`config.mk`:
```
export PLATFORM = sky130hd
export DESIGN_NAME = uvep_host
export DESIGN_NICKNAME = d
export VERILOG_FILES = /design/src/verilog/uvep_pkg.sv /design/src/verilog/uvep_tmr_if.sv /design/src/verilog/uvep_timer.sv /design/src/verilog/uvep_host.sv
export SDC_FILE = /design/constraint.sdc
export NUM_CORES = 1
export LEC_CHECK = 0
export BUFFER_PORTS_ARGS = -buffer_cell sky130_fd_sc_hd__buf_2
export CORE_MARGIN = 3
export CORE_UTILIZATION = 52
export DETAILED_ROUTE_END_ITERATION = 16
export PLACE_DENSITY = 0.72
export SETUP_SLACK_MARGIN = 0.15
export SKIP_CTS_REPAIR_TIMING = 1
export SKIP_LAST_GASP = 1
export SLEW_MARGIN = 25
export SYNTH_ARGS = -nofsm -noshare
export SYNTH_HDL_FRONTEND = slang
export SYNTH_SLANG_ARGS = --single-unit
```
`constraint.sdc`:
```
create_clock -name mclk_i -period 2.75 [get_ports mclk_i]
set_clock_uncertainty 0.05 [all_clocks]
set_input_delay 0.4125 -clock mclk_i [delete_from_list [all_inputs] [get_ports mclk_i]]
set_output_delay 0.4125 -clock mclk_i [all_outputs]
set_load 0.005 [all_outputs]
```
`src/verilog/uvep_pkg.sv`:
```
// constants, timing and types for the uv eprom host controller
package uvep_pkg;

  // array shape, timer and monitor widths
  localparam int ADDR_W      = 9;
  localparam int DATA_W      = 8;
  localparam int ARRAY_BITS  = 4096;
  localparam int WORDS       = ARRAY_BITS / DATA_W;
  localparam int TMR_W       = 22;
  localparam int MON_W       = 32;

  // clock and unit scaling
  localparam int T_CLK_NS    = 10;
  localparam int NS_PER_US   = 1000;
  localparam int NS_PER_MS   = 1000000;

  // read cycle times, slowest grade
  localparam int T_ACC_NS    = 600;
  localparam int T_DIS_NS    = 150;
  localparam int T_STRH_NS   = 150;
  localparam int T_ASET_NS   = 0;
  localparam int T_AHOLD_NS  = 100;

  // program cycle times, duty limit and retry count
  localparam int T_DSET_US   = 9;
  localparam int T_DHOLD_US  = 9;
  localparam int T_RAMP_US   = 10;
  localparam int T_PULSE_MS  = 20;
  localparam int T_PMIN_MS   = 18;
  localparam int DUTY_PCT    = 75;
  localparam int FULL_PCT    = 100;
  localparam int TRIES_DEF   = 25;

  // least time to whole cycles, rounded up, never below one
  function automatic int ns_to_cyc(input int ns);
    int c;
    c = (ns + T_CLK_NS - 1) / T_CLK_NS;
    return (c < 1) ? 1 : c;
  endfunction

  function automatic int max2(input int a, input int b);
    return (a > b) ? a : b;
  endfunction

  localparam int ACC_CYC     = ns_to_cyc(T_ACC_NS);
  localparam int REL_CYC     = max2(ns_to_cyc(T_DIS_NS), ns_to_cyc(T_STRH_NS));
  localparam int ASET_CYC    = ns_to_cyc(T_ASET_NS);
  localparam int AHOLD_CYC   = ns_to_cyc(T_AHOLD_NS);
  localparam int DSET_CYC    = ns_to_cyc(T_DSET_US * NS_PER_US);
  localparam int DHOLD_CYC   = ns_to_cyc(T_DHOLD_US * NS_PER_US);
  localparam int RAMP_CYC    = ns_to_cyc(T_RAMP_US * NS_PER_US);
  localparam int PULSE_NOM   = ns_to_cyc(T_PULSE_MS * NS_PER_MS);

  // controller states, one-hot
  typedef enum logic [9:0] {
    ST_IDLE    = 10'h001,
    ST_SETUP   = 10'h002,
    ST_ACCESS  = 10'h004,
    ST_RELEASE = 10'h008,
    ST_DSETUP  = 10'h010,
    ST_RAMPDN  = 10'h020,
    ST_PULSE   = 10'h040,
    ST_RAMPUP  = 10'h080,
    ST_DHOLD   = 10'h100,
    ST_COOL    = 10'h200
  } uvep_state_t;

endpackage

```
`src/verilog/uvep_tmr_if.sv`:
```
// wait timer link between controller and its interval counter
`timescale 1ns/1ps
interface uvep_tmr_if;
  import uvep_pkg::*;
  logic             load;
  logic [TMR_W-1:0] value;
  logic             expired;

  modport ctrl (output load, output value, input expired);
  modport tmr  (input load, input value, output expired);
endinterface

```
`src/verilog/uvep_timer.sv`:
```
// down counter that times every wait of the controller
`timescale 1ns/1ps
module uvep_timer
  import uvep_pkg::*;
(
  input  wire logic mclk_i,
  input  wire logic rst_i,
  uvep_tmr_if.tmr   tmr
);

  logic [TMR_W-1:0] count;

  // load takes the interval, then count down to zero and rest there
  always_ff @(posedge mclk_i) begin
    if (rst_i) begin
      count <= '0;
    end else if (tmr.load) begin
      count <= tmr.value;
    end else if (count != '0) begin
      count <= count - 1'b1;
    end
  end

  assign tmr.expired = (count == '0) && !tmr.load;

endmodule // uvep_timer

```
`src/verilog/uvep_host.sv`:
```
// host controller that reads and programs a strobe-latched uv eprom
`timescale 1ns/1ps

// Operation
// - program cycle addresses the word exactly like a read cycle.
// - programming pulse nominally 20 ms, never under 18 ms.
// - programming pulse duty cycle stays at or below 75 percent.
// - pulse edges ramp no faster than 5 us; 10 us used.
// - write data stable 9 us before and after each pulse.
// - use read, program, verify loops per word, not blind pulses.
// - address and enable valid at strobe fall, held 100 ns after.
// - programming input stays inactive for the whole read cycle.
// - strobe high at least 150 ns before next falling edge.
// - strobe low at least the access time before it rises.
module uvep_host
  import uvep_pkg::*;
#(
  parameter int PULSE_CYC = PULSE_NOM,
  parameter int MAX_TRIES = TRIES_DEF
) (
  input  wire logic              mclk_i,
  input  wire logic              rst_i,
  input  wire logic              req_i,
  input  wire logic              prog_cmd_i,
  input  wire logic [ADDR_W-1:0] addr_i,
  input  wire logic [DATA_W-1:0] wdata_i,
  output logic                   ready_o,
  output logic                   done_o,
  output logic                   fail_o,
  output logic      [DATA_W-1:0] rdata_o,
  output logic                   address_strobe_n_o,
  output logic                   latched_chip_enable_n_o,
  output logic                   output_select_n_o,
  output logic      [ADDR_W-1:0] word_address_lines_o,
  input  wire logic [DATA_W-1:0] data_lines_i,
  output logic      [DATA_W-1:0] data_lines_o,
  output logic                   data_lines_oe_o,
  output logic                   prog_pulse_o
);

  // off time needed so that on time stays within the duty limit
  localparam int ON_CYC    = PULSE_CYC + 2 * RAMP_CYC + 2;
  localparam int RECOV_CYC = (ON_CYC * (FULL_PCT - DUTY_PCT) + DUTY_PCT - 1) / DUTY_PCT + 1;
  localparam int PMIN_CYC  = (PULSE_CYC * T_PMIN_MS) / T_PULSE_MS;
  localparam int TRY_W     = $clog2(MAX_TRIES + 1);

  uvep_state_t      state;
  uvep_tmr_if       tmr_bus ();
  logic             is_prog;
  logic             prog_phase;
  logic [DATA_W-1:0] wdata;
  logic [TRY_W-1:0] tries;
  logic             tmr_load;
  logic [TMR_W-1:0] tmr_value;

  function automatic logic [TMR_W-1:0] tval(input int cyc);
    return TMR_W'(cyc);
  endfunction

  // word needs a bit raised, which no pulse can do
  function automatic logic needs_raise(input logic [DATA_W-1:0] have,
                                       input logic [DATA_W-1:0] want);
    return |(~have & want);
  endfunction

  uvep_timer u_timer (
    .mclk_i (mclk_i),
    .rst_i  (rst_i),
    .tmr    (tmr_bus.tmr)
  );

  assign tmr_bus.load  = tmr_load;
  assign tmr_bus.value = tmr_value;
  assign ready_o       = (state == ST_IDLE);

  // sequencer: read cycle, then for programs pulse and verify loops
  always_ff @(posedge mclk_i) begin
    if (rst_i) begin
      state      <= ST_IDLE;
      is_prog    <= 1'b0;
      prog_phase <= 1'b0;
      tries      <= '0;
      tmr_load   <= 1'b0;
      tmr_value  <= '0;
    end else begin
      tmr_load <= 1'b0;
      case (state)
        ST_IDLE: begin
          if (req_i) begin // any address, any order
            is_prog    <= prog_cmd_i;
            prog_phase <= 1'b0;
            tries      <= '0;
            tmr_load   <= 1'b1;
            tmr_value  <= tval(ASET_CYC);
            state      <= ST_SETUP;
          end
        end
        ST_SETUP: begin
          if (tmr_bus.expired) begin
            tmr_load  <= 1'b1;
            tmr_value <= prog_phase ? tval(DSET_CYC) : tval(ACC_CYC);
            state     <= prog_phase ? ST_DSETUP : ST_ACCESS; // same latch as read
          end
        end
        ST_ACCESS: begin
          if (tmr_bus.expired) begin // strobe low for the access time
            tmr_load  <= 1'b1;
            tmr_value <= tval(REL_CYC);
            state     <= ST_RELEASE;
          end
        end
        ST_RELEASE: begin
          if (tmr_bus.expired) begin // strobe high and outputs floated
            if (!is_prog || rdata_o == wdata || needs_raise(rdata_o, wdata) ||
                tries == TRY_W'(MAX_TRIES)) begin
              state <= ST_IDLE;
            end else begin // verify failed, pulse again
              prog_phase <= 1'b1;
              tmr_load   <= 1'b1;
              tmr_value  <= tval(ASET_CYC);
              state      <= ST_SETUP;
            end
          end
        end
        ST_DSETUP: begin
          if (tmr_bus.expired) begin // data set before the pulse
            tmr_load  <= 1'b1;
            tmr_value <= tval(RAMP_CYC);
            state     <= ST_RAMPDN;
          end
        end
        ST_RAMPDN: begin
          if (tmr_bus.expired) begin // falling edge slews outside
            tmr_load  <= 1'b1;
            tmr_value <= tval(PULSE_CYC);
            state     <= ST_PULSE;
          end
        end
        ST_PULSE: begin
          if (tmr_bus.expired) begin // full pulse width
            tmr_load  <= 1'b1;
            tmr_value <= tval(RAMP_CYC);
            state     <= ST_RAMPUP;
          end
        end
        ST_RAMPUP: begin
          if (tmr_bus.expired) begin // rising edge slews outside
            tmr_load  <= 1'b1;
            tmr_value <= tval(DHOLD_CYC);
            state     <= ST_DHOLD;
          end
        end
        ST_DHOLD: begin
          if (tmr_bus.expired) begin // data held after the pulse
            tries     <= tries + 1'b1;
            tmr_load  <= 1'b1;
            tmr_value <= tval(RECOV_CYC);
            state     <= ST_COOL;
          end
        end
        ST_COOL: begin
          if (tmr_bus.expired) begin // off time keeps duty in bounds
            prog_phase <= 1'b0;
            tmr_load   <= 1'b1;
            tmr_value  <= tval(ASET_CYC);
            state      <= ST_SETUP;
          end
        end
        default: begin
          state <= ST_IDLE;
        end
      endcase
    end
  end

  // address and enable presented before the strobe falls, kept until idle
  always_ff @(posedge mclk_i) begin
    if (rst_i) begin
      word_address_lines_o    <= '0;
      latched_chip_enable_n_o <= 1'b1;
      wdata                   <= '1;
    end else if (state == ST_IDLE && req_i) begin // valid ahead of the fall
      word_address_lines_o    <= addr_i;
      latched_chip_enable_n_o <= 1'b0;
      wdata                   <= wdata_i;
    end else if (state == ST_IDLE) begin
      latched_chip_enable_n_o <= 1'b1;
    end
  end

  // strobe low from the end of setup until access ends, or until data hold ends when programming
  always_ff @(posedge mclk_i) begin
    if (rst_i) begin
      address_strobe_n_o <= 1'b1;
    end else if (state == ST_SETUP && tmr_bus.expired) begin
      address_strobe_n_o <= 1'b0; // latching edge
    end else if ((state == ST_ACCESS || state == ST_DHOLD) && tmr_bus.expired) begin
      address_strobe_n_o <= 1'b1;
    end
  end

  // output select only in read phases, never while programming
  always_ff @(posedge mclk_i) begin
    if (rst_i) begin
      output_select_n_o <= 1'b1;
    end else if (state == ST_SETUP && tmr_bus.expired && !prog_phase) begin
      output_select_n_o <= 1'b0; // read phases only, pulse pin idle
    end else if (state == ST_ACCESS && tmr_bus.expired) begin
      output_select_n_o <= 1'b1;
    end
  end

  // sample read data at the end of the access time
  always_ff @(posedge mclk_i) begin
    if (rst_i) begin
      rdata_o <= '0;
    end else if (state == ST_ACCESS && tmr_bus.expired) begin
      rdata_o <= data_lines_i;
    end
  end

  // write data driven only while the device outputs are off
  always_ff @(posedge mclk_i) begin
    if (rst_i) begin
      data_lines_o    <= '0;
      data_lines_oe_o <= 1'b0;
    end else if (state == ST_SETUP && tmr_bus.expired && prog_phase) begin
      data_lines_o    <= wdata; // levels the pulse writes
      data_lines_oe_o <= 1'b1;
    end else if (state == ST_DHOLD && tmr_bus.expired) begin
      data_lines_oe_o <= 1'b0;
    end
  end

  // programming pin active from ramp down through pulse end
  always_ff @(posedge mclk_i) begin
    if (rst_i) begin
      prog_pulse_o <= 1'b0;
    end else if (state == ST_DSETUP && tmr_bus.expired) begin
      prog_pulse_o <= 1'b1;
    end else if (state == ST_PULSE && tmr_bus.expired) begin
      prog_pulse_o <= 1'b0;
    end
  end

  // completion pulse and verdict
  always_ff @(posedge mclk_i) begin
    if (rst_i) begin
      done_o <= 1'b0;
      fail_o <= 1'b0;
    end else begin
      done_o <= 1'b0;
      if (state == ST_RELEASE && tmr_bus.expired) begin
        if (!is_prog || rdata_o == wdata) begin
          done_o <= 1'b1;
          fail_o <= 1'b0;
        end else if (needs_raise(rdata_o, wdata) || tries == TRY_W'(MAX_TRIES)) begin
          done_o <= 1'b1; // zero to one impossible, or out of tries
          fail_o <= 1'b1;
        end
      end
    end
  end

  // pin monitors used only by the checks below
  logic [MON_W-1:0] low_cnt;
  logic [MON_W-1:0] high_cnt;
  logic [MON_W-1:0] pon_cnt;
  logic [MON_W-1:0] poff_cnt;
  logic [MON_W-1:0] last_on;
  logic [MON_W-1:0] oe_cnt;

  always_ff @(posedge mclk_i) begin
    if (rst_i) begin
      low_cnt  <= '0;
      high_cnt <= '1;
    end else if (address_strobe_n_o) begin
      low_cnt  <= '0;
      high_cnt <= (high_cnt == '1) ? high_cnt : high_cnt + 1'b1;
    end else begin
      high_cnt <= '0;
      low_cnt  <= (low_cnt == '1) ? low_cnt : low_cnt + 1'b1;
    end
  end

  always_ff @(posedge mclk_i) begin
    if (rst_i) begin
      pon_cnt  <= '0;
      poff_cnt <= '1;
      last_on  <= '0;
      oe_cnt   <= '0;
    end else begin
      pon_cnt  <= prog_pulse_o ? pon_cnt + 1'b1 : '0;
      poff_cnt <= prog_pulse_o ? '0 : ((poff_cnt == '1) ? poff_cnt : poff_cnt + 1'b1);
      if (prog_pulse_o) begin
        last_on <= pon_cnt + 1'b1;
      end
      oe_cnt <= data_lines_oe_o ? oe_cnt + 1'b1 : '0;
    end
  end

  property p_addr_hold;
    @(posedge mclk_i) disable iff (rst_i)
    !address_strobe_n_o |-> $stable(word_address_lines_o) && $stable(latched_chip_enable_n_o);
  endproperty
  a_addr_hold: assert property (p_addr_hold) else $error("address moved under low strobe");

  property p_strobe_low;
    @(posedge mclk_i) disable iff (rst_i)
    $rose(address_strobe_n_o) |-> (low_cnt >= MON_W'(ACC_CYC));
  endproperty
  a_strobe_low: assert property (p_strobe_low) else $error("strobe low too short");

  property p_strobe_high;
    @(posedge mclk_i) disable iff (rst_i)
    $fell(address_strobe_n_o) |-> (high_cnt >= MON_W'(ns_to_cyc(T_STRH_NS)));
  endproperty
  a_strobe_high: assert property (p_strobe_high) else $error("strobe high too short");

  property p_no_prog_in_read;
    @(posedge mclk_i) disable iff (rst_i)
    !output_select_n_o |-> !prog_pulse_o ##1 !prog_pulse_o;
  endproperty
  a_no_prog_in_read: assert property (p_no_prog_in_read) else $error("pulse during read");

  property p_prog_addressed;
    @(posedge mclk_i) disable iff (rst_i)
    prog_pulse_o |-> !address_strobe_n_o && !latched_chip_enable_n_o && data_lines_oe_o;
  endproperty
  a_prog_addressed: assert property (p_prog_addressed) else $error("pulse without latched word");

  property p_pulse_width;
    @(posedge mclk_i) disable iff (rst_i)
    $fell(prog_pulse_o) |-> (pon_cnt >= MON_W'(PMIN_CYC));
  endproperty
  a_pulse_width: assert property (p_pulse_width) else $error("programming pulse too short");

  property p_duty;
    @(posedge mclk_i) disable iff (rst_i)
    $rose(prog_pulse_o) |-> (poff_cnt * DUTY_PCT >= last_on * (FULL_PCT - DUTY_PCT));
  endproperty
  a_duty: assert property (p_duty) else $error("pulse duty cycle exceeded");

  property p_data_setup;
    @(posedge mclk_i) disable iff (rst_i)
    $rose(prog_pulse_o) |-> (oe_cnt >= MON_W'(DSET_CYC)) && $stable(data_lines_o);
  endproperty
  a_data_setup: assert property (p_data_setup) else $error("data setup before pulse short");

  property p_data_hold;
    @(posedge mclk_i) disable iff (rst_i)
    $fell(data_lines_oe_o) |-> (poff_cnt >= MON_W'(DHOLD_CYC)) && !prog_pulse_o;
  endproperty
  a_data_hold: assert property (p_data_hold) else $error("data hold after pulse short");

endmodule // uvep_host

```
==> flow_summary.json, run 1 <==
{
  "critPathKind": "flip-flop to flip-flop",
  "setup_viol": 0,
  "grt_max_degree": 58,
  "met3_length_um": 469,
  "initial_utilization_pct": 54.69,
  "finalWeightedCongestion": 0.9007,
  "dr_wl_met2_mm": 5.535,
  "n_antenna_cell": 0,
  "clock_path_buffers": 2,
  "critical-path-top-cell-by-count": "or4_4",
  "cts_sinks": 93,
  "cts_max_level": 3,
  "synth_top_area_share_pct": 40.41,
  "slowest_stage": "or4_4",
  "timing.rr.start": "u_timer.count[15]$_SDFFE_PP0N_",
  "cts_made_buffers": 9,
  "r2r_end": "state[5]$_SDFFE_PP0P_",
  "first_pass_iters": 4,
  "synth_seq_cells": 93,
  "dr.first_iter.drc_count": 239,
  "routed_wl_mm": 11.24,
  "slew_headroom_pct": 33.89,
  "grt_pass1_wl_mm": 18.16,
  "synthArstFlopShare_pct": 0,
  "min_period_over_period_pct": 92.45,
  "grt_pass1_vias": 3783,
  "ios": 62,
  "dpl.cell_count": 696,
  "grtUsageTotal_pct": 22.36,
  "root_buffer": "clkbuf_8",
  "hold_violations": 0,
  "cap_violations": 0,
  "fin_total_pwr_mw": 5.235,
  "synthCells": 538,
  "synth_area_leaders": "dfxtp_1, mux2i_1, nand2_1, nor2_1, xnor2_1",
  "drv_slew": 0,
  "synth_area_mm2": 0.004607,
  "hp-start": "wdata_i[3]",
  "r2r_slack_ns": 0.21,
  "rows": 33,
  "cts_tree": "yes",
  "wirelength_met1_mm": 5.046,
  "r2r.worst_path.cells": 6,
  "cp_top_family": "simple AND/OR/NAND/NOR gates",
  "status": "finished clean",
  "synth_flop_cell": "dfxtp_1",
  "place_area_mm2": 0.005101,
  "crit_chain": "or4_4 > or4_4 > nor3_4 > a21oi_4 > or2_4 > mux2_1",
  "fin_cells": 713,
  "ant_nets": 0,
  "post_drt_via_cell_ratio": 5.708,
  "fmax_mhz": 393.3,
  "coreArea_mm2": 0.008423,
  "clk_latency_ns": 0.36,
  "clk_pin_slew_worst_paths_ns": 0.09,
  "synth.most_common_cell": "dfxtp_1",
  "drive_gt1_share_pct": 20.07,
  "overflow": 0,
  "yosysWarnings": 0,
  "crit_fanout": 11,
  "rsz0062_at_grt": "yes",
  "place_hpwl_mm": 8.213,
  "antenna_found_initial": 0,
  "avgSynthCellArea_um2": 8.563,
  "yosysUniqueCellTypes": 60,
  "finish.instance_area_mm2": 0.005346,
  "finalCriticalPeriod_ns": 2.542,
  "drc_errors": 0,
  "synthTopCellsByCount": "dfxtp_1, nand2_1, nor2_1",
  "crit_buf_inv": 0,
  "num-fill-cells": 718,
  "die_w_um": 100.1,
  "tns_ns": 0,
  "yosysSeqAreaShare_pct": 40.41,
  "required_ns": 2.95,
  "crit_arrival_ns": 2.74,
  "worst_pin_slew_ns": 0.9916,
  "synth_edf_count": 0,
  "cp.depth": 6,
  "avgRoutedWirePerCell_um": 15.76,
  "syn_to_final_growth_pct": 16.05,
  "routed.top_layer": "met4",
  "crit_path_end_kind": "flip-flop",
  "hold_path_end": "wdata[3]$_SDFFE_PP1P_",
  "crit_start": "u_timer.count[15]$_SDFFE_PP0N_",
  "min_path_type": "input port to flip-flop",
  "yosys.area.top_type": "dfxtp_1",
  "ir_worst_vdd_v": 0.0005411,
  "holdPathStages": 3,
  "powerDensity_mw_per_mm2": 979.1,
  "fin_nets": 644,
  "die_h_um": 100.1,
  "postSynthNetCount": 579,
  "p_leak_nw": 2.230,
  "die-area_mm2": 0.01003,
  "dr_total_vias": 4070,
  "start_kind": "flip-flop",
  "portBuffers": 61,
  "max_stage_delay_ns": 0.56
}
layout by cell type (no fill, tap or decap), types with 7 or more instances in the layout:
cell,Yosys,final
nand2_1,59,59
o21bai_1,7,7
nor3_1,24,23
inv_1,16,16
ha_1,12,12
buf_4,0,24
nor2b_1,7,7
nand3_1,8,8
a21oi_1,29,29
nor2_1,56,56
dfxtp_1,93,89
or3_1,9,9
xor2_1,9,9
o21ai_0,14,14
nand2b_1,12,12
nand4_1,7,7
xnor2_1,18,18
nand3b_1,10,10
buf_2,1,61
mux2i_1,28,28
nor4_1,12,11
clkbuf_8,0,9
flip-flops by register name, indices dropped and copies added (netlist names), 5 cells and up:
name,flops
u_timer.count,22
tmr_bus.value,13
state,10
word_address_lines_o,9
data_lines_o,8
rdata_o,8
wdata,8
tries,5
where the power goes:
part	internal (mW)	total (mW)	switching (mW)
clock network	0.429	0.926	0.497
logic	1.08	2.44	1.36
registers	1.60	1.87	0.270
cell type report:
type | count | area [um2] | area share (%)
Sequential cell | 93 | 1867 | 34.92
Inverter | 16 | 60.06 | 1.123
Multi-Input combinational cell | 397 | 2585 | 48.35
Clock inverter | 6 | 70.07 | 1.311
Tap cell | 105 | 131.4 | 2.457
Timing Repair Buffer | 86 | 505.5 | 9.455
Clock buffer | 10 | 127.6 | 2.387
metal layers:
layer,up-vias,track usage [%]
met1,1940,30.49
met3,12,3.614
met4,0,8.290
met5,-,0
li1,2024,-
met2,94,35.73
worst min-delay path, cell delays in order:
cell and delay (ns):
buf_2 0.07, nand2_1 0.04, nand3b_1 0.06
kinds of logic after synthesis:
| group | Yosys count | synth area share [%] |
|---|---|---|
| adder cells (fa/ha/maj) | 12 | 3.259 |
| buffers and inverters | 48 | 4.264 |
| AND/OR/NAND/NOR | 241 | 28.11 |
| XOR/XNOR | 27 | 5.133 |
| multiplexers | 33 | 7.306 |
| AO/OA/AOI/OAI | 84 | 11.52 |
| flip-flops | 93 | 40.41 |
through the flow:
stage	util (%)	setup slack, ns	hold slack, ns
final	63.47	0.2076	0.2034
after global routing	63.47	0.1120	0.1927
after CTS	62.91	0.1068	0.1897
after detailed placement	60.56	0.1232	0.3946
after global placement	60.56	0.1610	0.3897
after floorplan	-	0.1509	0.3773
worst max-delay path by stage:
stage                                      endpoint  slack [ns]
final                         state[5]$_SDFFE_PP0P_        0.21
after global routing      prog_pulse_o$_SDFFE_PP0P_        0.11
after CTS                     state[5]$_SDFFE_PP0P_        0.11
after detailed placement      state[5]$_SDFFE_PP0P_        0.12
after global placement        state[5]$_SDFFE_PP0P_        0.16
after floorplan               state[7]$_SDFFE_PP0P_        0.15
Power figures use the tool's default switching activity.
==> run 2, diff against run 1 <==
ABC_AREA = 1   (was not set)
CORE_UTILIZATION = 53   (was 52)
PLACE_DENSITY = 0.73   (was 0.72)
==> flow_summary.json, run 2 <==
{
  "required_ns": 2.96,
  "num-fill-cells": 829,
  "crit_fanout": 16,
  "r2r_slack_ns": 0.61,
  "critical-path-top-cell-by-count": "nand2_2",
  "hold_violations": 0,
  "overflow": 0,
  "synthCells": 688,
  "synth_area_mm2": 0.004976,
  "timing.rr.start": "tmr_bus.load$_SDFF_PP0_",
  "initial_utilization_pct": 55.70,
  "synth_area_leaders": "dfxtp_1, nand2_1, nor2_1, inv_1, a21oi_1",
  "synth_flop_cell": "dfxtp_1",
  "synthArstFlopShare_pct": 0,
  "avgSynthCellArea_um2": 7.233,
  "fmax_mhz": 466.4,
  "first_pass_iters": 4,
  "clock_path_buffers": 2,
  "min_path_type": "input port to flip-flop",
  "critPathKind": "flip-flop to flip-flop",
  "cap_violations": 0,
  "power_frac_clock_pct": 13.0,
  "coreArea_mm2": 0.008934,
  "dpl.cell_count": 844,
  "seqPwrFrac_pct": 29.4,
  "ios": 62,
  "die_w_um": 102.9,
  "slowest_stage": "dfxtp_1",
  "p_leak_nw": 2.567,
  "drc_errors": 0,
  "yosys.area.top_type": "dfxtp_1",
  "die_h_um": 102.9,
  "rows": 34,
  "yosysWarnings": 0,
  "p_sw_mw": 3.529,
  "powerDensity_mw_per_mm2": 1254,
  "crit_path_end_kind": "flip-flop",
  "status": "finished clean",
  "cts_sinks": 93,
  "cts_made_buffers": 9,
  "root_buffer": "clkbuf_8",
  "synth.most_common_cell": "nand2_1",
  "grtUsageTotal_pct": 24.46,
  "post_drt_via_cell_ratio": 5.344,
  "yosysSeqAreaShare_pct": 37.42,
  "crit_arrival_ns": 2.35,
  "grt_pass1_wl_mm": 20.67,
  "clk_latency_ns": 0.36,
  "worst_pin_slew_ns": 0.7006,
  "regMostFlops": "u_timer.count",
  "switching_share_pct": 50.75,
  "final_common_cell": "nand2_1",
  "r2r.worst_path.cells": 10,
  "grt_max_degree": 41,
  "max_stage_delay_ns": 0.46,
  "layout_common_cells": "nand2_1, nor2_1, dfxtp_1",
  "r2r_end": "tmr_bus.value[4]$_SDFFE_PP0P_",
  "die-area_mm2": 0.01059,
  "synth_seq_cells": 93,
  "start_kind": "flip-flop",
  "cts_tree": "yes",
  "dr_total_vias": 4596,
  "p_comb_share_pct": 57.6,
  "drv_slew": 0,
  "routed_wl_mm": 12.27,
  "clk_pin_slew_worst_paths_ns": 0.11,
  "grt_pass1_vias": 4324,
  "place_hpwl_mm": 9.063,
  "fin_cells": 860,
  "finalCriticalPeriod_ns": 2.144,
  "cts_max_level": 3,
  "ir_worst_vdd_v": 0.0004470,
  "yosysUniqueCellTypes": 44,
  "slew_headroom_pct": 53.23,
  "syn_to_final_growth_pct": 11.42,
  "portBuffers": 61,
  "drive_gt1_share_pct": 22.21,
  "synth_edf_count": 0,
  "crit_start": "tmr_bus.load$_SDFF_PP0_",
  "p_int_mw": 3.425,
  "fin_nets": 788,
  "largest_reg_flops": 22,
  "min_period_over_period_pct": 77.97,
  "synth_top_area_share_pct": 37.42,
  "cp-endpoint": "tmr_bus.value[4]$_SDFFE_PP0P_",
  "finalWeightedCongestion": 0.9483,
  "avgRoutedWirePerCell_um": 14.27,
  "synthTopCellsByCount": "nand2_1, nor2_1, dfxtp_1",
  "tns_ns": 0,
  "n_antenna_cell": 0,
  "crit_chain": "inv_1 > nand4_4 > nand2_2 > nand2_2 > inv_2 > nand2_2 > nor2_8 > nand2_1 > nand2_1 > nor2_1",
  "antenna_found_initial": 0,
  "dr.first_iter.drc_count": 213,
  "postSynthNetCount": 729,
  "ant_nets": 0,
  "rsz0062_at_grt": "no",
  "setup_viol": 0
}
-- run 2: cell count changes after synthesis, moves of 20 or more --
cell and change:
nand2_1 +87, nor2_1 +55, inv_1 +43, mux2i_1 -28, nor2_2 +20
-- run 2: cell type report --
| class | count | area [um2] | share of cell area, % |
|---|---|---|---|
| clock buffers | 9 | 123.9 | 2.234 |
| well taps | 108 | 135.1 | 2.437 |
| multi-input cells | 505 | 2736 | 49.36 |
| inverters | 71 | 271.5 | 4.897 |
| repair buffers | 67 | 350.3 | 6.319 |
| clock inverters | 7 | 65.06 | 1.174 |
| flip-flops and latches | 93 | 1862 | 33.58 |
-- run 2: through the flow --
stage / hold WS [ns] / setup slack, ns / utilization [%] / cell area (um2) / power, mW
floorplan: 0.3945 / 0.8966 / - / 4976 / 5.311
global placement: 0.3935 / 0.6804 / 59.94 / 5355 / 5.941
detailed placement: 0.3967 / 0.6426 / 59.94 / 5355 / 6.025
finish: 0.2130 / 0.6057 / 62.06 / 5544 / 6.954
global route: 0.2146 / 0.4051 / 62.06 / 5544 / 7.625
CTS: 0.2042 / 0.6147 / 62.06 / 5544 / 6.937
-- run 2: power groups by stage --
stage	logic, mW	clock network, mW	registers [mW]
6_report	4.01	0.902	2.04
5_1_grt	4.57	0.972	2.09
4_1_cts	3.98	0.913	2.04
3_5_place_dp	3.96	0	2.07
3_3_place_gp	3.89	0	2.05
2_1_floorplan	3.33	0	1.98
-- run 2: metal layers --
layer	part of all wire, %	vias to the layer above	track usage, %
met5	0	-	0
met4	1.0	0	5.179
met3	5.7	11	4.127
met2	47	140	41.00
met1	46	2111	33.28
li1	-	2334	-
-- run 2: kinds of logic after synthesis --
| group | after synthesis | synth area share (%) |
|---|---|---|
| AND/OR/NAND/NOR | 382 | 38.14 |
| buffers and inverters | 90 | 7.593 |
| adder cells (fa/ha/maj) | 12 | 3.017 |
| AO/OA/AOI/OAI | 98 | 11.54 |
| XOR/XNOR | 13 | 2.288 |
| flip-flops | 93 | 37.42 |
-- run 2: worst min-delay path by stage --
stage	start	endpoint	slack [ns]	cells after the start
3_3_place_gp	latched_chip_enable_n_o$_SDFFE_PP1P_	latched_chip_enable_n_o$_SDFFE_PP1P_	0.39	2
6_report	wdata_i[4]	wdata[4]$_SDFFE_PP1P_	0.21	3
5_1_grt	addr_i[5]	word_address_lines_o[5]$_SDFFE_PP0P_	0.21	3
4_1_cts	wdata_i[4]	wdata[4]$_SDFFE_PP1P_	0.20	3
3_5_place_dp	latched_chip_enable_n_o$_SDFFE_PP1P_	latched_chip_enable_n_o$_SDFFE_PP1P_	0.40	2
2_1_floorplan	is_prog$_SDFFE_PP0P_	is_prog$_SDFFE_PP0P_	0.39	2
-- run 2: worst max-delay path, delay by kind of cell (launching register included) --
| family | cells | cell delay, ns |
|---|---|---|
| DFF | 1 | 0.46 |
| and+or+nand+nor | 8 | 1.04 |
| buffers and inverters | 2 | 0.49 |
==> run 3, diff against run 2 <==
ABC_AREA = 0   (was 1)
CORE_UTILIZATION = 58   (was 53)
PLACE_DENSITY = 0.76   (was 0.73)
clock period = 2.2 ns   (was 2.75 ns; I/O delays follow)
==> flow_summary.json, run 3 (same netlist as run 1, synthesis figures left out) <==
{
  "p_comb_share_pct": 58.3,
  "fin_hold_ws_ns": 0.1247,
  "critical-path-top-cell-by-count": "or4_4",
  "place_area_mm2": 0.005632,
  "rsz0062_at_grt": "yes",
  "crit_arrival_ns": 2.59,
  "fmax_mhz": 416.7,
  "holdPathStages": 3,
  "cts_tree": "yes",
  "dr.first_iter.drc_count": 312,
  "place_hpwl_mm": 9.324,
  "crit_start": "u_timer.count[15]$_SDFFE_PP0N_",
  "hold_violations": 0,
  "cts_made_buffers": 9,
  "cap_violations": 0,
  "routed_wl_mm": 14.67,
  "failed_checks": "setup timing",
  "ios": 62,
  "seqPwrFrac_pct": 27.7,
  "coreArea_mm2": 0.007486,
  "cts_sinks": 93,
  "hp-start": "wdata_i[4]",
  "slew_headroom_pct": 53.99,
  "finalWeightedCongestion": 0.9407,
  "die-area_mm2": 0.009049,
  "drc_errors": 0,
  "finish.instance_area_mm2": 0.006359,
  "first_pass_iters": 5,
  "post_drt_via_cell_ratio": 6.089,
  "layout_setup_ws_ns": -0.1996,
  "layout_common_cells": "dfxtp_1, buf_4, buf_2",
  "status": "finished, violations left",
  "clk_latency_ns": 0.37,
  "cp_top_family": "simple AND/OR/NAND/NOR gates",
  "multiInputGateArea_mm2": 0.002882,
  "ant_nets": 0,
  "powerDensity_mw_per_mm2": 1306,
  "crit_path_end_kind": "flip-flop",
  "crit_buf_inv": 0,
  "power_frac_clock_pct": 14.0,
  "critPathKind": "flip-flop to flip-flop",
  "start_kind": "flip-flop",
  "r2r.worst_path.cells": 5,
  "die_h_um": 95.13,
  "timing.rr.start": "u_timer.count[15]$_SDFFE_PP0N_",
  "cts_max_level": 3,
  "grt_pass1_wl_mm": 20.53,
  "num-fill-cells": 422,
  "die_w_um": 95.13,
  "worst_pin_slew_ns": 0.6902,
  "min_path_type": "input port to flip-flop",
  "p_leak_nw": 2.712,
  "p_sw_mw": 3.439,
  "max_stage_delay_ns": 0.59,
  "setup_viol": 38,
  "grt_max_degree": 47,
  "final_common_cell": "dfxtp_1",
  "regMostFlops": "u_timer.count",
  "slowest_stage": "or4_4",
  "switching_share_pct": 41.41,
  "fin_util_pct": 84.94,
  "register_area_mm2": 0.001872,
  "ir_worst_vdd_v": 0.0009308,
  "drv_slew": 0,
  "min_period_over_period_pct": 109.1,
  "largest_reg_flops": 22,
  "antenna_found_initial": 0,
  "fin_nets": 720,
  "clk_pin_slew_worst_paths_ns": 0.10,
  "rows": 31,
  "syn_to_final_growth_pct": 38.02,
  "drive_gt1_share_pct": 35.96,
  "grtUsageTotal_pct": 29.11,
  "crit_chain": "or4_4 > or4_4 > or4_4 > o311ai_2 > o21ai_1",
  "root_buffer": "clkbuf_8",
  "finalCriticalPeriod_ns": 2.400,
  "dr_total_vias": 4768,
  "cp.depth": 5,
  "clock_path_buffers": 2,
  "overflow": 0,
  "avgRoutedWirePerCell_um": 18.73,
  "crit_fanout": 5,
  "portBuffers": 61,
  "initial_utilization_pct": 61.54,
  "grt_pass1_vias": 4328,
  "n_antenna_cell": 0,
  "p_int_mw": 4.867,
  "required_ns": 2.39
}
run 3: cell count changes in the layout (fill, tap and decap cells not counted), sizes merged, moves of 24 or more:
cell	previous run	this run
nand2	171	59
inv	75	16
mux2i	0	28
buf	67	160
nand3	32	8
nor2	148	56
run 3: tightest hold or removal path: stages:
cell      delay, ns
buf_2          0.07
nand2_1        0.04
nand3b_1       0.07
run 3: layout make-up:
class                      instances  area share, %
multi-input combinational        397          45.32
clock buffer                      11          2.066
tap                               99          1.948
sequential                        93          29.44
timing repair buffer             162          19.32
inverter                          16         0.9445
clock inverter                     5         0.9642
run 3: metal layers:
layer	up-vias	wire [um]	global-route usage (%)
met4	0	456	13.82
met5	-	0	0
met3	51	947	4.025
li1	2171	-	-
met2	222	7192	49.27
met1	2324	6070	36.40
run 3: final timing paths:
kind                                     to  slack, ns
max          tmr_bus.value[13]$_SDFFE_PP0P_      -0.20
min                   wdata[4]$_SDFFE_PP1P_       0.12
max reg2reg  tmr_bus.value[13]$_SDFFE_PP0P_      -0.20
min reg2reg   u_timer.count[5]$_SDFFE_PP0N_       0.39
run 3: power by group through the flow:
stage | registers (mW) | logic (mW) | clock network [mW]
after floorplan | 2.27 | 2.29 | 0
after global routing | 2.33 | 5.18 | 1.23
after detailed placement | 2.29 | 3.76 | 0
after global placement | 2.25 | 3.63 | 0
final | 2.30 | 4.84 | 1.16
after CTS | 2.25 | 3.82 | 1.15
run 3: stage by stage:
stage	power, mW	std cells	setup WS [ns]	TNS, ns
after global routing	8.734	783	-0.2756	-7.541
final	8.307	783	-0.1996	-3.625
after detailed placement	6.049	754	-0.2091	-2.939
after CTS	7.218	770	-0.2441	-4.557
after floorplan	4.557	538	-0.3005	-2.835
after global placement	5.884	754	-0.1363	-1.143
